**config.mk**
```make
export PLATFORM = sky130hd
export DESIGN_NAME = three_port_parallel_io
export DESIGN_NICKNAME = d
export VERILOG_FILES = /design/src/shared/three_port_pkg.sv /design/src/rtl/io_line_port.sv /design/src/rtl/three_port_parallel_io.sv
export VERILOG_INCLUDE_DIRS = /design/src /design/src/shared
export SDC_FILE = /design/constraint.sdc
export NUM_CORES = 1
export LEC_CHECK = 0
export BUFFER_PORTS_ARGS = -buffer_cell sky130_fd_sc_hd__buf_2
export CAP_MARGIN = 10
export CORE_MARGIN = 2
export CORE_UTILIZATION = 43
export CTS_BUF_LIST = sky130_fd_sc_hd__clkbuf_4
export CTS_CLUSTER_SIZE = 14
export DETAILED_ROUTE_END_ITERATION = 7
export GPL_TIMING_DRIVEN = 0
export HOLD_SLACK_MARGIN = 0.02
export PLACE_DENSITY = 0.74
export SLEW_MARGIN = 30
export SYNTH_ARGS = -nofsm -noshare
export SYNTH_HDL_FRONTEND = slang
export SYNTH_SLANG_ARGS = --single-unit
```
**constraint.sdc**
```tcl
create_clock -name clock -period 1.7 [get_ports clock]
set_clock_uncertainty 0.15 [all_clocks]
set_input_delay 0.17 -clock clock [delete_from_list [all_inputs] [get_ports clock]]
set_output_delay 0.17 -clock clock [all_outputs]
set_load 0.1 [all_outputs]
```
**src/shared/three_port_regs.svh**
```systemverilog
// Register indices, field widths, reset values and bus codes of the parallel ports
`ifndef THREE_PORT_REGS_SVH
`define THREE_PORT_REGS_SVH

// Line counts
`define WIDE_PORT_LINES    8
`define NARROW_PORT_LINES  4

// Register indices; byte address is four times the index
`define IDX_FIRST_DATA     3'h0
`define IDX_SECOND_DATA    3'h1
`define IDX_NARROW_DATA    3'h2
`define IDX_FIRST_DIR      3'h4
`define IDX_SECOND_DIR     3'h5
`define IDX_NARROW_DIR     3'h6

// Address field layout
`define INDEX_LSB          2
`define INDEX_MSB          4
`define ADDR_WIDTH_DEFAULT 8

// Reset values
`define DIR_RESET_BIT      1'b0
`define SYNC_RESET_BIT     1'b0

// Bus answer codes and widths
`define DATA_WIDTH         32
`define STRB_WIDTH         4
`define RESP_OKAY          2'h0
`define RESP_DECERR        2'h3

`endif

```
**src/shared/three_port_pkg.sv**
```systemverilog
// Types shared by the parallel port files
package three_port_pkg;

  // Decoded register selection
  typedef struct packed {
    logic       hit;
    logic [2:0] index;
  } reg_sel_s;

  // Captured write request
  typedef struct packed {
    logic       held;
    reg_sel_s   sel;
  } wr_addr_s;

  typedef struct packed {
    logic       held;
    logic       lane0;
    logic [7:0] value;
  } wr_data_s;

  // Bus channel states
  typedef enum logic [0:0] {
    WR_COLLECT,
    WR_RESPOND
  } wr_state_e;

  typedef enum logic [0:0] {
    RD_IDLE,
    RD_RESPOND
  } rd_state_e;

endpackage : three_port_pkg

```
**src/rtl/io_line_port.sv**
```systemverilog
// One bidirectional port: output latch, direction bits and pin synchroniser
`timescale 1ns/100ps
`include "three_port_regs.svh"
module io_line_port
  import three_port_pkg::*;
#(
  parameter int WIDTH = `WIDE_PORT_LINES
) (
  // Clock and reset
  input  wire logic             clock,
  input  wire logic             rst_n,
  // Register access
  input  wire logic             latch_we,
  input  wire logic             dir_we,
  input  wire logic [WIDTH-1:0] wr_value,
  output logic      [WIDTH-1:0] data_view,
  output logic      [WIDTH-1:0] dir_view,
  // Pins
  input  wire logic [WIDTH-1:0] pin_in,
  output logic      [WIDTH-1:0] pin_out,
  output logic      [WIDTH-1:0] pin_oe
);

  logic [WIDTH-1:0] latch_r;
  logic [WIDTH-1:0] latch_nxt;
  logic [WIDTH-1:0] dir_r;
  logic [WIDTH-1:0] dir_nxt;
  logic [WIDTH-1:0] sync1_r;
  logic [WIDTH-1:0] sync1_nxt;
  logic [WIDTH-1:0] sync2_r;
  logic [WIDTH-1:0] sync2_nxt;
  logic [WIDTH-1:0] out_r;
  logic [WIDTH-1:0] out_nxt;

  ////////////////////////////////////////////////////////////////////////////
  // Next values
  always_comb begin
    latch_nxt = latch_we ? wr_value : latch_r;
    dir_nxt   = dir_we ? wr_value : dir_r;
    sync1_nxt = pin_in;
    sync2_nxt = sync1_r;
    out_nxt   = latch_nxt;
  end

  ////////////////////////////////////////////////////////////////////////////
  // Data latch keeps its contents through reset
  always_ff @(posedge clock) begin
    latch_r <= latch_nxt;
  end

  always_ff @(posedge clock or negedge rst_n) begin
    if (!rst_n) begin
      dir_r   <= {WIDTH{`DIR_RESET_BIT}};
      sync1_r <= {WIDTH{`SYNC_RESET_BIT}};
      sync2_r <= {WIDTH{`SYNC_RESET_BIT}};
      out_r   <= {WIDTH{`SYNC_RESET_BIT}};
    end else begin
      dir_r   <= dir_nxt;
      sync1_r <= sync1_nxt;
      sync2_r <= sync2_nxt;
      out_r   <= out_nxt;
    end
  end

  ////////////////////////////////////////////////////////////////////////////
  // Per-line read source and drive
  for (genvar i = 0; i < WIDTH; i++) begin : line_g
    assign data_view[i] = dir_r[i] ? latch_r[i] : sync2_r[i];
    assign pin_oe[i]    = dir_r[i];
  end

  assign dir_view = dir_r;
  assign pin_out  = out_r;

endmodule : io_line_port

```
**src/rtl/three_port_parallel_io.sv**
```systemverilog
// Three bidirectional parallel ports behind an AXI4-Lite register slave
//
// Functional notes
// - Twenty lines as two eight-line ports and one four-line port, each line set as input or output.
// - The first port's data register sits at index zero and its direction register at index four.
// - The second port's data register sits at index one and its direction register at index five.
// - The narrow port's data register sits at index two and its direction register at index six.
// - Any reset clears every direction bit, making all pins inputs, and leaves the data latches alone.
// - A line drives its pin while its direction bit is one and is a high-impedance input otherwise.
// - Direction registers are writable and read back the last value written, or zero after reset.
// - Reading data for a line set as output returns its output latch, not the pin.
// - Writing data for a line set as input updates only the latch and leaves the pin undriven.
// - Writing data for a line set as output updates the latch and drives the new value on the pin.
// - Reading data for a line set as input returns the level present on the pin.
//
// Design decision made here: the AXI4-Lite interface to the registers.
`timescale 1ns/100ps
`include "three_port_regs.svh"
module three_port_parallel_io
  import three_port_pkg::*;
#(
  parameter int ADDR_WIDTH   = `ADDR_WIDTH_DEFAULT,
  parameter int WIDE_LINES   = `WIDE_PORT_LINES,
  parameter int NARROW_LINES = `NARROW_PORT_LINES
) (
  // Clock and reset
  input  wire logic                   clock,
  input  wire logic                   rst_n,

  // AXI4-Lite write address
  input  wire logic [ADDR_WIDTH-1:0]  awaddr,
  input  wire logic [2:0]             awprot,
  input  wire logic                   awvalid,
  output logic                        awready,

  // AXI4-Lite write data
  input  wire logic [`DATA_WIDTH-1:0] wdata,
  input  wire logic [`STRB_WIDTH-1:0] wstrb,
  input  wire logic                   wvalid,
  output logic                        wready,

  // AXI4-Lite write response
  output logic [1:0]                  bresp,
  output logic                        bvalid,
  input  wire logic                   bready,

  // AXI4-Lite read address
  input  wire logic [ADDR_WIDTH-1:0]  araddr,
  input  wire logic [2:0]             arprot,
  input  wire logic                   arvalid,
  output logic                        arready,

  // AXI4-Lite read data
  output logic [`DATA_WIDTH-1:0]      rdata,
  output logic [1:0]                  rresp,
  output logic                        rvalid,
  input  wire logic                   rready,

  // First wide port pins
  input  wire logic [WIDE_LINES-1:0]  first_pin_in,
  output logic [WIDE_LINES-1:0]       first_pin_out,
  output logic [WIDE_LINES-1:0]       first_pin_oe,

  // Second wide port pins
  input  wire logic [WIDE_LINES-1:0]  second_pin_in,
  output logic [WIDE_LINES-1:0]       second_pin_out,
  output logic [WIDE_LINES-1:0]       second_pin_oe,

  // Narrow port pins
  input  wire logic [NARROW_LINES-1:0] narrow_pin_in,
  output logic [NARROW_LINES-1:0]      narrow_pin_out,
  output logic [NARROW_LINES-1:0]      narrow_pin_oe
);

  ////////////////////////////////////////////////////////////////////////////
  // Address decode
  function automatic reg_sel_s decode_addr(input logic [ADDR_WIDTH-1:0] addr);
    reg_sel_s sel;
    sel.index = addr[`INDEX_MSB:`INDEX_LSB];
    sel.hit   = 1'b0;
    if ((addr >> (`INDEX_MSB + 1)) == '0) begin
      case (sel.index)
        `IDX_FIRST_DATA,
        `IDX_FIRST_DIR:   sel.hit = 1'b1;
        `IDX_SECOND_DATA,
        `IDX_SECOND_DIR:  sel.hit = 1'b1;
        `IDX_NARROW_DATA,
        `IDX_NARROW_DIR:  sel.hit = 1'b1;
        default:          sel.hit = 1'b0;
      endcase
    end
    return sel;
  endfunction : decode_addr

  // Answer code for a decoded access
  function automatic logic [1:0] answer_code(input reg_sel_s sel);
    return sel.hit ? `RESP_OKAY : `RESP_DECERR;
  endfunction : answer_code

  ////////////////////////////////////////////////////////////////////////////
  // Port register views
  logic [WIDE_LINES-1:0]   first_data_view;
  logic [WIDE_LINES-1:0]   first_dir_view;
  logic [WIDE_LINES-1:0]   second_data_view;
  logic [WIDE_LINES-1:0]   second_dir_view;
  logic [NARROW_LINES-1:0] narrow_data_view;
  logic [NARROW_LINES-1:0] narrow_dir_view;

  // Write strobes
  logic                    do_write;
  logic                    first_latch_we;
  logic                    first_dir_we;
  logic                    second_latch_we;
  logic                    second_dir_we;
  logic                    narrow_latch_we;
  logic                    narrow_dir_we;

  ////////////////////////////////////////////////////////////////////////////
  // Write channel state
  wr_state_e               wr_state_r;
  wr_state_e               wr_state_nxt;
  wr_addr_s                wa_r;
  wr_addr_s                wa_nxt;
  wr_data_s                wd_r;
  wr_data_s                wd_nxt;
  logic [1:0]              bresp_r;
  logic [1:0]              bresp_nxt;

  always_comb begin
    wr_state_nxt = wr_state_r;
    wa_nxt       = wa_r;
    wd_nxt       = wd_r;
    bresp_nxt    = bresp_r;
    do_write     = 1'b0;
    case (wr_state_r)
      WR_COLLECT: begin
        if (awvalid && !wa_r.held) begin
          wa_nxt.held = 1'b1;
          wa_nxt.sel  = decode_addr(awaddr);
        end
        if (wvalid && !wd_r.held) begin
          wd_nxt.held  = 1'b1;
          wd_nxt.lane0 = wstrb[0];
          wd_nxt.value = wdata[7:0];
        end
        if (wa_r.held && wd_r.held) begin
          do_write     = wa_r.sel.hit && wd_r.lane0;
          bresp_nxt    = answer_code(wa_r.sel);
          wa_nxt.held  = 1'b0;
          wd_nxt.held  = 1'b0;
          wr_state_nxt = WR_RESPOND;
        end
      end
      WR_RESPOND: begin
        if (bready) begin
          wr_state_nxt = WR_COLLECT;
        end
      end
      default: begin
        wr_state_nxt = WR_COLLECT;
      end
    endcase
  end

  always_ff @(posedge clock or negedge rst_n) begin
    if (!rst_n) begin
      wr_state_r <= WR_COLLECT;
      wa_r       <= '0;
      wd_r       <= '0;
      bresp_r    <= `RESP_OKAY;
    end else begin
      wr_state_r <= wr_state_nxt;
      wa_r       <= wa_nxt;
      wd_r       <= wd_nxt;
      bresp_r    <= bresp_nxt;
    end
  end

  assign awready = (wr_state_r == WR_COLLECT) && !wa_r.held;
  assign wready  = (wr_state_r == WR_COLLECT) && !wd_r.held;
  assign bvalid  = (wr_state_r == WR_RESPOND);
  assign bresp   = bresp_r;

  ////////////////////////////////////////////////////////////////////////////
  // Write strobes per register
  always_comb begin
    first_latch_we  = do_write && (wa_r.sel.index == `IDX_FIRST_DATA);
    first_dir_we    = do_write && (wa_r.sel.index == `IDX_FIRST_DIR);
    second_latch_we = do_write && (wa_r.sel.index == `IDX_SECOND_DATA);
    second_dir_we   = do_write && (wa_r.sel.index == `IDX_SECOND_DIR);
    narrow_latch_we = do_write && (wa_r.sel.index == `IDX_NARROW_DATA);
    narrow_dir_we   = do_write && (wa_r.sel.index == `IDX_NARROW_DIR);
  end

  ////////////////////////////////////////////////////////////////////////////
  // Read channel state
  rd_state_e               rd_state_r;
  rd_state_e               rd_state_nxt;
  logic [`DATA_WIDTH-1:0]  rdata_r;
  logic [`DATA_WIDTH-1:0]  rdata_nxt;
  logic [1:0]              rresp_r;
  logic [1:0]              rresp_nxt;
  logic [`DATA_WIDTH-1:0]  read_word;
  reg_sel_s                rd_sel;

  // Register read mux, upper bits zero
  always_comb begin
    rd_sel    = decode_addr(araddr);
    read_word = '0;
    case (rd_sel.index)
      `IDX_FIRST_DATA:  read_word[WIDE_LINES-1:0]   = first_data_view;
      `IDX_SECOND_DATA: read_word[WIDE_LINES-1:0]   = second_data_view;
      `IDX_NARROW_DATA: read_word[NARROW_LINES-1:0] = narrow_data_view;
      `IDX_FIRST_DIR:   read_word[WIDE_LINES-1:0]   = first_dir_view;
      `IDX_SECOND_DIR:  read_word[WIDE_LINES-1:0]   = second_dir_view;
      `IDX_NARROW_DIR:  read_word[NARROW_LINES-1:0] = narrow_dir_view;
      default:          read_word = '0;
    endcase
    if (!rd_sel.hit) begin
      read_word = '0;
    end
  end

  always_comb begin
    rd_state_nxt = rd_state_r;
    rdata_nxt    = rdata_r;
    rresp_nxt    = rresp_r;
    case (rd_state_r)
      RD_IDLE: begin
        if (arvalid) begin
          rdata_nxt    = read_word;
          rresp_nxt    = answer_code(rd_sel);
          rd_state_nxt = RD_RESPOND;
        end
      end
      RD_RESPOND: begin
        if (rready) begin
          rd_state_nxt = RD_IDLE;
        end
      end
      default: begin
        rd_state_nxt = RD_IDLE;
      end
    endcase
  end

  always_ff @(posedge clock or negedge rst_n) begin
    if (!rst_n) begin
      rd_state_r <= RD_IDLE;
      rdata_r    <= '0;
      rresp_r    <= `RESP_OKAY;
    end else begin
      rd_state_r <= rd_state_nxt;
      rdata_r    <= rdata_nxt;
      rresp_r    <= rresp_nxt;
    end
  end

  assign arready = (rd_state_r == RD_IDLE);
  assign rvalid  = (rd_state_r == RD_RESPOND);
  assign rdata   = rdata_r;
  assign rresp   = rresp_r;

  ////////////////////////////////////////////////////////////////////////////
  // The three ports, twenty lines in all
  io_line_port #(
    .WIDTH     (WIDE_LINES)
  ) first_port (
    .clock     (clock),
    .rst_n     (rst_n),
    .latch_we  (first_latch_we),
    .dir_we    (first_dir_we),
    .wr_value  (wd_r.value[WIDE_LINES-1:0]),
    .data_view (first_data_view),
    .dir_view  (first_dir_view),
    .pin_in    (first_pin_in),
    .pin_out   (first_pin_out),
    .pin_oe    (first_pin_oe)
  );

  io_line_port #(
    .WIDTH     (WIDE_LINES)
  ) second_port (
    .clock     (clock),
    .rst_n     (rst_n),
    .latch_we  (second_latch_we),
    .dir_we    (second_dir_we),
    .wr_value  (wd_r.value[WIDE_LINES-1:0]),
    .data_view (second_data_view),
    .dir_view  (second_dir_view),
    .pin_in    (second_pin_in),
    .pin_out   (second_pin_out),
    .pin_oe    (second_pin_oe)
  );

  // Upper data bits dropped for the narrow port
  io_line_port #(
    .WIDTH     (NARROW_LINES)
  ) narrow_port (
    .clock     (clock),
    .rst_n     (rst_n),
    .latch_we  (narrow_latch_we),
    .dir_we    (narrow_dir_we),
    .wr_value  (wd_r.value[NARROW_LINES-1:0]),
    .data_view (narrow_data_view),
    .dir_view  (narrow_dir_view),
    .pin_in    (narrow_pin_in),
    .pin_out   (narrow_pin_out),
    .pin_oe    (narrow_pin_oe)
  );

endmodule : three_port_parallel_io

```
==> flow_summary.json <==
{
  "status": "finished, violations left",
  "violations": "setup timing",
  "grt_pass1_wl_um": 18000,
  "cp-start-kind": "flop",
  "ioPinCount": 166,
  "relSlewSlack_pct": 52.6,
  "cts-root-buf": "clkbuf_4",
  "clk_latency_ns": 0.51,
  "finalCritPeriodShare_pct": 113,
  "setup_viol": 63,
  "fin_util_pct": 65.9,
  "htreeDepth": 4,
  "synth-seq-area-share_pct": 66.5,
  "num_vias": 3357,
  "clkSinkCount": 127,
  "power_leakage_uw": 0.00322,
  "detail_route.vias_per_cell": 4.87,
  "synth_edf_count": 0,
  "cp_max_fo": 4,
  "cts-buffers-inserted": 17,
  "n_antenna_cell": 0,
  "synthDistinctLibCells": 31,
  "nNetsFinal": 625,
  "setup_tns_ns": -10.71,
  "end_kind": "flop",
  "maxSlewViolCount": 0,
  "routed_wl_um": 12000,
  "path_class": "flop to flop",
  "drive_gt1_share_pct": 48.8,
  "crit_arrival_ns": 2.16,
  "cts_tree": "done",
  "first_pass_iters": 4,
  "hold_viol": 0,
  "start_util_pct": 44.6,
  "ys_warn_count": 0,
  "clk_pin_slew_ns": 0.11,
  "overflow": 0,
  "drt_iter0_markers": 124,
  "ys.flop_type": "dfrtp_1",
  "grt_antenna_before_repair": 0,
  "place_congestion": 0.793,
  "core_area_um2": 10400,
  "rsz0062_at_grt": "yes",
  "grt_max_degree": 65,
  "drc": 0,
  "syn_avg_cell_area_um2": 14.0,
  "synth_seq_cells": 127,
  "dp_hpwl_um": 7040,
  "syn_area_um2": 4630,
  "max_freq_mhz": 523,
  "cts_buffer_depth": 2,
  "numPortBuffers": 104,
  "tightest_slew_ns": 0.709,
  "ant_nets": 0,
  "cap_violations": 0,
  "die_y_um": 108,
  "grt_use_total_pct": 21.1,
  "min_path_type": "input pin to flop",
  "fp.dieArea_um2": 11600,
  "placementRows": 37,
  "async_flop_share_pct": 84.3,
  "power.density_nw_per_um2": 1490,
  "peakVddDrop_uv": 1410,
  "die_w_um": 108,
  "area_growth_pct": 47.8,
  "setup_slack_ns": -0.213,
  "grt_pass1_vias": 3501,
  "fin_crit_ns": 1.91,
  "syn_inst": 330,
  "wire_per_inst_um": 17.4,
  "cp.required_ns": 1.95
}
layer usage:
layer	up-vias	track usage (%)	part of all wire, %
li1	1528	-	-
met1	1680	25.2	40
met3	15	6.66	6.1
met5	-	0	0
met4	0	8.06	2.0
met2	134	35.8	52
cell families after synthesis:
logic type             share of synthesized area (%)
buffers and inverters                           4.87
AO/OA/AOI/OAI                                   7.03
multiplexers                                    14.6
flip-flops                                      66.5
AND/OR/NAND/NOR                                 6.87
other                                         0.0811
flip-flops by register name, indices dropped and copies added, names as in the netlist, 8 cells and up:
register,cells
first_port.dir_view,8
first_port.latch_r,8
first_port.pin_out,8
first_port.sync1_r,8
first_port.sync2_r,8
rdata,8
second_port.dir_view,8
second_port.latch_r,8
second_port.pin_out,8
second_port.sync1_r,8
second_port.sync2_r,8
wd_r,10
metrics by stage:
stage / cell area, um2 / std cells / hold slack (ns) / total power, uW / setup slack, ns
2_1_floorplan: 4950 / 353 / -0.276 / 6690 / -0.437
3_3_place_gp: 5640 / 593 / 0.129 / 7230 / -1.16
3_5_place_dp: 5670 / 594 / -0.0290 / 7320 / -0.610
4_1_cts: 6770 / 688 / 0.0991 / 10000 / -0.233
5_1_grt: 6840 / 689 / 0.0949 / 10600 / -0.289
6_report: 6840 / 689 / 0.142 / 10200 / -0.213
cell usage after synthesis, types with 2 or more instances:
library cell	number	share of area [%]
dfxtp_1	20	8.7
dfrtp_1	107	58
o22ai_1	4	0.54
a221oi_1	4	0.76
nand2b_1	12	1.6
nor2_1	6	0.49
a21oi_1	11	1.2
inv_1	3	0.24
clkbuf_1	5	0.41
o21ai_0	31	3.4
nor3_4	2	0.70
nor2b_1	2	0.27
buf_4	26	4.2
nand2_1	14	1.1
or3b_2	6	1.1
a22o_1	4	0.76
mux2i_1	9	1.9
mux2_2	51	12
power breakdown:
group          leakage [uW]  switching [uW]  internal (uW)
clock              0.000163            1060           1180
combinational       0.00157            2690           1240
sequential          0.00149             474           3520
total               0.00322            4230           5940
repair_timing:
item | in CTS | in global routing
setup buffers | 14 | 1
hold endpoints to repair | 153 | 0
hold buffers | 48 | 0
pin swaps | 10 | 10
cloned | 0 | 1
setup endpoints to repair | 88 | 89
resized for setup | 44 | 25
worst paths after layout:
check,start,end,slack (ns),cells past startpoint
max,wa_r[3],narrow_port.pin_out[1],-0.21,5
min,second_pin_in[1],second_port.sync1_r[1],0.14,2
max reg2reg,wa_r[3],narrow_port.pin_out[1],-0.21,5
min reg2reg,first_port.sync1_r[0],first_port.sync2_r[0],0.21,0
max in group asynchronous,rst_n,first_port.dir_view[0],0.20,4
min in group asynchronous,rst_n,first_port.sync1_r[4],0.52,3
cell type report:
type | count | area [um2]
tap | 136 | 170
inverter | 3 | 15.0
sequential | 127 | 3110
fill | 767 | 3530
multi-input combinational | 193 | 1650
timing repair buffer | 168 | 1360
buffer | 30 | 220
clock inverter | 13 | 169
clock buffer | 19 | 143
worst max-delay path, stage by stage, from the launching register on:
cell	delay, ns
dfrtp_1	0.41
nand4_1	0.14
or3_4	0.44
buf_6	0.14
nor2_4	0.20
mux2_4	0.33
placed cells by master, fill, tap and decap left out, drive strengths merged, types with 6 or more instances in the layout:
| master | n |
|---|---|
| nand2 | 14 |
| dfxtp | 20 |
| o21ai | 31 |
| nand2b | 12 |
| buf | 132 |
| or3b | 7 |
| clkbuf | 37 |
| conb | 24 |
| clkinv | 6 |
| dfrtp | 107 |
| mux2 | 52 |
| a21oi | 11 |
| dlygate4sd3 | 48 |
| nor2 | 8 |
| mux2i | 9 |
(Power assumes the default switching activity.)
